==> config.mk <==
export PLATFORM = sky130hd
export DESIGN_NAME = gpp_top
export DESIGN_NICKNAME = d
export VERILOG_FILES = /design/src/gpp_pkg.sv /design/src/gpp_top.sv /design/src/gpp_debounce.sv
export VERILOG_INCLUDE_DIRS = /design/src
export SDC_FILE = /design/constraint.sdc
export NUM_CORES = 1
export LEC_CHECK = 0
export ABC_CLOCK_PERIOD_IN_PS = 13450
export CAP_MARGIN = 0
export CORE_AREA = 2 2 163 165
export CTS_BUF_LIST = sky130_fd_sc_hd__clkbuf_2 sky130_fd_sc_hd__clkbuf_4 sky130_fd_sc_hd__clkbuf_8
export DETAILED_ROUTE_END_ITERATION = 8
export DIE_AREA = 0 0 165 167
export DONT_BUFFER_PORTS = 1
export PLACE_DENSITY = 0.6
export SLEW_MARGIN = 10
export SYNTH_ARGS = -nofsm -noshare
export SYNTH_HDL_FRONTEND = slang
export SYNTH_SLANG_ARGS = --single-unit
==> constraint.sdc <==
create_clock -name clk_sys -period 13.45 [get_ports clk_sys]
set_input_delay 2.69 -clock clk_sys [delete_from_list [all_inputs] [get_ports clk_sys]]
set_output_delay 2.69 -clock clk_sys [all_outputs]
set_load 0.005 [all_outputs]
==> src/gpp_params.svh <==
// Constants for the general purpose port configuration and steering block.
`ifndef GPP_PARAMS_SVH
`define GPP_PARAMS_SVH
`define GPP_NUM_PORTS        8
`define GPP_IDX_W            3
`define GPP_CFG_W            8
`define GPP_CFG_RESET        8'h01
`define GPP_BIT_DIR_IN       0
`define GPP_BIT_INVERT       1
`define GPP_BIT_IRQ_STEER    2
`define GPP_BIT_ALT_SEL      3
`define GPP_CHAN_LSB         4
`define GPP_CHAN_MSB         7
`define GPP_ALT_INPUT_MASK   8'h03
`define GPP_DIRECT_PORT_A    0
`define GPP_DIRECT_PORT_B    1
`define GPP_DATA_RESET       8'h00
`define GPP_CLK_PERIOD_NS    10
`define GPP_DEBOUNCE_TIME_NS 1000000
`define GPP_DEB_CNT_W        17
`endif

==> src/gpp_pkg.sv <==
// Types shared by the general purpose port block.
package gpp_pkg;
  typedef logic [7:0] gpp_cfg_t;
  typedef logic [7:0] gpp_vec_t;
  typedef logic [3:0] gpp_chan_t;
endpackage : gpp_pkg

==> src/gpp_top.sv <==
// Per-port configuration, pin steering and combined interrupt for the general purpose ports.
`timescale 1ns/1ps
`include "gpp_params.svh"
module gpp_top #(
  parameter int unsigned DEBOUNCE_CYCLES =
    `GPP_DEBOUNCE_TIME_NS / `GPP_CLK_PERIOD_NS + 1
) (
  input  wire logic                       clk_sys,
  input  wire logic                       rst,
  input  wire logic                       cfg_mode,
  input  wire logic                       cfg_wr,
  input  wire logic                       cfg_rd,
  input  wire logic [`GPP_IDX_W-1:0]      cfg_index,
  input  wire gpp_pkg::gpp_cfg_t          cfg_wdata,
  output gpp_pkg::gpp_cfg_t               cfg_rdata,
  input  wire logic                       data_wr,
  input  wire logic                       data_rd,
  input  wire gpp_pkg::gpp_vec_t          data_wdata,
  output gpp_pkg::gpp_vec_t               data_rdata,
  input  wire gpp_pkg::gpp_vec_t          debounce_en,
  input  wire gpp_pkg::gpp_chan_t         combined_irq_channel_select,
  input  wire gpp_pkg::gpp_vec_t          general_purpose_port_in,
  output gpp_pkg::gpp_vec_t               general_purpose_port_out,
  output gpp_pkg::gpp_vec_t               general_purpose_port_oe,
  input  wire gpp_pkg::gpp_vec_t          alternate_function_out,
  output gpp_pkg::gpp_vec_t               alternate_function_in,
  output logic                            combined_port_irq,
  output gpp_pkg::gpp_chan_t              combined_irq_chan,
  output logic                            direct_irq_port_a,
  output gpp_pkg::gpp_chan_t              direct_irq_port_a_chan,
  output logic                            direct_irq_port_b,
  output gpp_pkg::gpp_chan_t              direct_irq_port_b_chan
);
  import gpp_pkg::*;

  localparam int N = `GPP_NUM_PORTS;
  localparam gpp_vec_t ALT_IN_TYPE = `GPP_ALT_INPUT_MASK;

  gpp_cfg_t port_cfg [N];
  gpp_vec_t data_reg;
  gpp_vec_t pin_meta;
  gpp_vec_t pin_sync;
  gpp_vec_t filtered;

  wire gpp_vec_t dir_in;
  wire gpp_vec_t invert;
  wire gpp_vec_t steer;
  wire gpp_vec_t alt_sel;
  wire gpp_vec_t use_alt_out;
  wire gpp_vec_t use_alt_in;
  wire gpp_vec_t in_value;
  wire gpp_vec_t drive_value;
  wire gpp_vec_t irq_source;
  wire gpp_vec_t read_value;
  wire gpp_vec_t next_data;
  wire logic     cfg_wr_ok;
  wire logic     next_irq;
  wire gpp_cfg_t sel_cfg;

  assign cfg_wr_ok = cfg_wr && cfg_mode;
  assign sel_cfg   = port_cfg[cfg_index];

  genvar g;
  generate
    for (g = 0; g < N; g++)
    begin : g_port
      assign dir_in[g]  = port_cfg[g][`GPP_BIT_DIR_IN];
      assign invert[g]  = port_cfg[g][`GPP_BIT_INVERT];
      assign steer[g]   = port_cfg[g][`GPP_BIT_IRQ_STEER];
      assign alt_sel[g] = port_cfg[g][`GPP_BIT_ALT_SEL];

      assign use_alt_out[g] = alt_sel[g] && !ALT_IN_TYPE[g] && !dir_in[g];
      assign use_alt_in[g]  = alt_sel[g] && ALT_IN_TYPE[g] && dir_in[g];

      assign in_value[g]    = pin_sync[g] ^ invert[g];
      assign drive_value[g] = (use_alt_out[g] ? alternate_function_out[g] : data_reg[g])
                              ^ invert[g];

      assign irq_source[g]  = steer[g] && (dir_in[g] ? filtered[g] : drive_value[g]);

      // input reads pin, output reads register
      assign read_value[g]  = dir_in[g] ? in_value[g] : data_reg[g];
      assign next_data[g]   = dir_in[g] ? data_reg[g] : data_wdata[g];

      gpp_debounce #(
        .STABLE_CYCLES (DEBOUNCE_CYCLES)
      ) u_deb (
        .clk_sys (clk_sys),
        .rst     (rst),
        .raw     (in_value[g]),
        .bypass  (!debounce_en[g]),
        .clean   (filtered[g])
      );

      always_ff @(posedge clk_sys or posedge rst)
      begin
        if (rst)
          port_cfg[g] <= `GPP_CFG_RESET;
        else if (cfg_wr_ok && (cfg_index == `GPP_IDX_W'(g)))
          port_cfg[g] <= cfg_wdata;
      end
    end
  endgenerate

  assign next_irq = |irq_source;

  // The pin is never read directly; two flops guard against metastability.
  // input buffer always sampled
  always_ff @(posedge clk_sys or posedge rst)
  begin
    if (rst)
    begin
      pin_meta <= '0;
      pin_sync <= '0;
    end
    else
    begin
      pin_meta <= general_purpose_port_in;
      pin_sync <= pin_meta;
    end
  end

  // writes land only on output bits
  always_ff @(posedge clk_sys or posedge rst)
  begin
    if (rst)
      data_reg <= `GPP_DATA_RESET;
    else if (data_wr)
      data_reg <= next_data;
  end

  always_ff @(posedge clk_sys or posedge rst)
  begin
    if (rst)
      data_rdata <= '0;
    else if (data_rd)
      data_rdata <= read_value;
  end

  // reads return zero outside configuration mode
  always_ff @(posedge clk_sys or posedge rst)
  begin
    if (rst)
      cfg_rdata <= '0;
    else if (cfg_rd)
      cfg_rdata <= cfg_mode ? sel_cfg : '0;
  end

  // Pin drivers; the output enable follows direction alone.
  always_ff @(posedge clk_sys or posedge rst)
  begin
    if (rst)
    begin
      general_purpose_port_out <= '0;
      general_purpose_port_oe  <= '0;
      alternate_function_in    <= '0;
    end
    else
    begin
      general_purpose_port_out <= drive_value;
      general_purpose_port_oe  <= ~dir_in;
      alternate_function_in    <= use_alt_in & in_value;
    end
  end

  always_ff @(posedge clk_sys or posedge rst)
  begin
    if (rst)
    begin
      combined_port_irq <= 1'b0;
      combined_irq_chan <= '0;
    end
    else
    begin
      combined_port_irq <= next_irq;
      combined_irq_chan <= combined_irq_channel_select;
    end
  end

  always_ff @(posedge clk_sys or posedge rst)
  begin
    if (rst)
    begin
      direct_irq_port_a      <= 1'b0;
      direct_irq_port_b      <= 1'b0;
      direct_irq_port_a_chan <= '0;
      direct_irq_port_b_chan <= '0;
    end
    else
    begin
      direct_irq_port_a      <= alternate_function_in[`GPP_DIRECT_PORT_A];
      direct_irq_port_b      <= alternate_function_in[`GPP_DIRECT_PORT_B];
      direct_irq_port_a_chan <=
        port_cfg[`GPP_DIRECT_PORT_A][`GPP_CHAN_MSB:`GPP_CHAN_LSB];
      direct_irq_port_b_chan <=
        port_cfg[`GPP_DIRECT_PORT_B][`GPP_CHAN_MSB:`GPP_CHAN_LSB];
    end
  end
endmodule : gpp_top

==> src/gpp_debounce.sv <==
// Selectable pulse-rejecting filter for one steered input.
`timescale 1ns/1ps
`include "gpp_params.svh"
module gpp_debounce #(
  parameter int unsigned STABLE_CYCLES = 100001
) (
  input  wire logic clk_sys,
  input  wire logic rst,
  input  wire logic raw,
  input  wire logic bypass,
  output logic      clean
);
  logic [`GPP_DEB_CNT_W-1:0] cnt;
  logic [`GPP_DEB_CNT_W-1:0] next_cnt;
  wire logic                 differs;
  wire logic                 expired;

  assign differs  = raw != clean;
  assign expired  = cnt == `GPP_DEB_CNT_W'(STABLE_CYCLES - 1);
  assign next_cnt = differs ? cnt + `GPP_DEB_CNT_W'(1) : '0;

  always_ff @(posedge clk_sys or posedge rst)
  begin
    if (rst)
    begin
      cnt   <= '0;
      clean <= 1'b0;
    end
    else if (bypass || (differs && expired))
    begin
      cnt   <= '0;
      clean <= raw;
    end
    else
    begin
      cnt   <= next_cnt;
      clean <= clean;
    end
  end
endmodule : gpp_debounce

==> flow_metrics.env <==
export IMPL_cts_tree="done"
export IMPL_die_h_um=167
export IMPL_rows=59
export IMPL_cts_hold_buf=0
export IMPL_routed_wl_um=26000
export IMPL_fin_nets=1228
export IMPL_crit_arrival_ns=4.27
export IMPL_required_ns=13.99
export IMPL_finalCritPeriodShare=0.278
export IMPL_crit_fanout=132
export IMPL_antenna_found_initial=0
export IMPL_grt_usage=0.196
export IMPL_place_congestion=0.800
export IMPL_clock_fmax_mhz=268
export IMPL_worst_setup_path_end_kind="asynchronous set/reset pin"
export IMPL_max_slew_margin=0.333
export IMPL_initial_core_util=0.494
export IMPL_die_x_um=165
export IMPL_dp_hpwl_um=17500
export IMPL_multi_input_area_um2=5360
export IMPL_largest_register_ffs=136
export IMPL_setup_tns_ns=0
export IMPL_yosysSeqAreaShare=0.554
export IMPL_setup_violations=0
export IMPL_rsz0062_at_grt="no"
export IMPL_rr_worst_depth=5
export IMPL_status="finished clean"
export IMPL_p_leak_uw=0.00606
export IMPL_path_cells="inv_8, buf_4"
export IMPL_grt_pass1_wl_um=43000
export IMPL_route_detailed_drc=0
export IMPL_ctsRootBufferMaster="clkbuf_8"
export IMPL_final_cells=1529
export IMPL_post_place_cells=1444
export IMPL_clk_pin_slew_ns=0.06
export IMPL_synth_cell_area_um2=12700
export IMPL_post_cts_resized=0
export IMPL_avgRoutedWirePerCell_um=17.0
export IMPL_port_buffers=0
export IMPL_syn2layout_area_growth_pct=10.8
export IMPL_layout_min_cycle_time_ns=3.74
export IMPL_clock_latency_ns=0.56
export IMPL_cts_made_buffers=47
export IMPL_final_hold_viol_count=0
export IMPL_crit_cells=2
export IMPL_postSynth_asyncResetShare=1.00
export IMPL_critical_path_top_delay_family="buffers and inverters"
export IMPL_hp_class="register to register"
export IMPL_synth_edf_count=0
export IMPL_ys_types=51
export IMPL_synthCells=1130
export IMPL_die_area_um2=27600
export IMPL_regMostFlops="g_port.u_deb.cnt"
export IMPL_core_um2=25800
export IMPL_cp_start_kind="primary input"
export IMPL_cp_slowest_cell="buf_4"
export IMPL_clock_path_buffers=3
export IMPL_tightest_slew_ns=1.00
export IMPL_hold_path_cell_count=0
export IMPL_dr_pass1_iters=4
export IMPL_dr_wl_met2_um=11300
export IMPL_cts_sinks=281
export IMPL_path_buf_inv=2
export IMPL_reg_top3="g_port.u_deb.cnt (136), port_cfg (40)"
export IMPL_slowest_delay_ns=0.92
export IMPL_ys_warn_count=0
export IMPL_finalClockSkew_ns=0.0215
export IMPL_avgSynthCellArea_um2=11.3
export IMPL_topRoutingLayerUsed="met4"
export IMPL_synth_top_flop_cell="dfrtp_1"
export IMPL_fin_ws_ns=9.71
export IMPL_grt_pass1_vias=8087
export IMPL_slew_viol_final=0
export IMPL_drive_above_1_share=0.168
export IMPL_met1Wirelength_um=12400
export IMPL_seqCellArea_um2=7040
export IMPL_initialDrtViolationCount=478
export IMPL_antenna_cells=0
export IMPL_vias_per_cell=5.32
export IMPL_post_cts_setup_buffers=0
export IMPL_pwr_density_cell_nw_per_um2=157
export IMPL_htree_levels=2
export IMPL_ir_drop_uv=93.3
export IMPL_io_pins=109
export IMPL_cap_violations=0
export IMPL_route_met3_wl_um=1690
export IMPL_ant_nets=0
export IMPL_path_class="primary input to asynchronous set/reset pin"
export IMPL_synth_seq_cells=281
export IMPL_grt_overflow_total=0
export IMPL_fill_cells=2226
export IMPL_dp_slack_ns=9.01
export IMPL_num_vias=8137
export IMPL_grt_max_degree=133
## path summary, 6_finish.rpt
path,startpoint,to,slack [ns]
min,pin_meta[6],pin_sync[6],0.34
max,rst,port_cfg[38],9.71
min in group asynchronous,rst,g_port[2].u_deb.cnt[14],2.20
max reg2reg,g_port[7].u_deb.cnt[12],g_port[7].u_deb.cnt[13],11.09
min reg2reg,pin_meta[6],pin_sync[6],0.34
max in group clk_sys,cfg_rdata[5],cfg_rdata[5],9.79
## cell usage in the layout, fill, tap and decap left out, types with 2 or more instances in the layout
| master | count |
|---|---|
| nand2b_1 | 3 |
| clkbuf_4 | 11 |
| nor2_1 | 183 |
| nand2_1 | 63 |
| clkinv_1 | 2 |
| buf_4 | 2 |
| a41oi_1 | 4 |
| or4_1 | 5 |
| nand3_1 | 80 |
| o21ai_0 | 13 |
| mux4_2 | 16 |
| o22ai_1 | 8 |
| a31oi_1 | 6 |
| bufinv_16 | 3 |
| clkinvlp_4 | 4 |
| inv_1 | 46 |
| nor3_2 | 4 |
| ha_1 | 16 |
| a21oi_1 | 2 |
| mux2i_1 | 14 |
| and3_1 | 29 |
| and2_1 | 5 |
| conb_1 | 6 |
| mux2_2 | 73 |
| xnor2_1 | 52 |
| a31o_2 | 8 |
| dfrtp_1 | 273 |
| nand4_1 | 17 |
| xor2_1 | 97 |
| nor3_1 | 25 |
| nor4b_1 | 7 |
| clkinv_2 | 7 |
| nor4_1 | 7 |
| and4_1 | 5 |
| a21boi_0 | 14 |
| dfstp_2 | 8 |
| o31a_1 | 2 |
| clkbuf_8 | 60 |
## power by group
group          total [µW]  switching (µW)  leakage [µW]  internal [µW]
registers            1080             112       0.00364            966
logic                 297             160       0.00187            137
clock network         837             347      0.000552            490
## through the flow
step	total power [µW]	hold WS [ns]	area, µm²	util
global placement	1390	0.334	13000	0.506
finish	2210	0.344	14100	0.547
floorplan	1310	0.331	12700	-
global route	2330	0.360	14100	0.547
CTS	2240	0.349	14100	0.547
detailed placement	1390	0.336	13000	0.506
## per-layer routing
metal / global-route usage / vias to the layer above
met5: 0 / -
met4: 0.0616 / 0
met3: 0.0526 / 51
met2: 0.287 / 168
met1: 0.285 / 4002
li1: - / 3916
## cell usage after synthesis (13+ instances only)
master	n	area [µm²]
nand3_1	80	400
xnor2_1	52	455
xor2_1	97	850
mux4_2	16	360
mux2i_1	14	140
nor2_1	183	687
and3_1	29	181
dfrtp_1	273	6830
inv_1	47	176
nand2_1	63	236
nor3_1	25	125
a21boi_0	14	105
nand4_1	17	106
ha_1	16	200
o21ai_0	13	65.1
mux2_2	73	822
## cell families after synthesis
group	count (synthesis)	synth area share
fa+ha+maj	16	0.0157
buf+inv	77	0.0268
xor+xnor	149	0.103
mux	103	0.104
simple gates	441	0.163
flops	281	0.554
other cells	1	0.000295
compound gates	62	0.0339
## cell type report
| type | count | share of cell area |
|---|---|---|
| Sequential cell | 281 | 0.500 |
| Multi-Input combinational cell | 777 | 0.380 |
| Inverter | 49 | 0.0136 |
| Clock inverter | 14 | 0.0110 |
| Tap cell | 335 | 0.0298 |
| Timing Repair Buffer | 2 | 0.00107 |
| Clock buffer | 71 | 0.0645 |
Power figures use the tool's default switching activity.
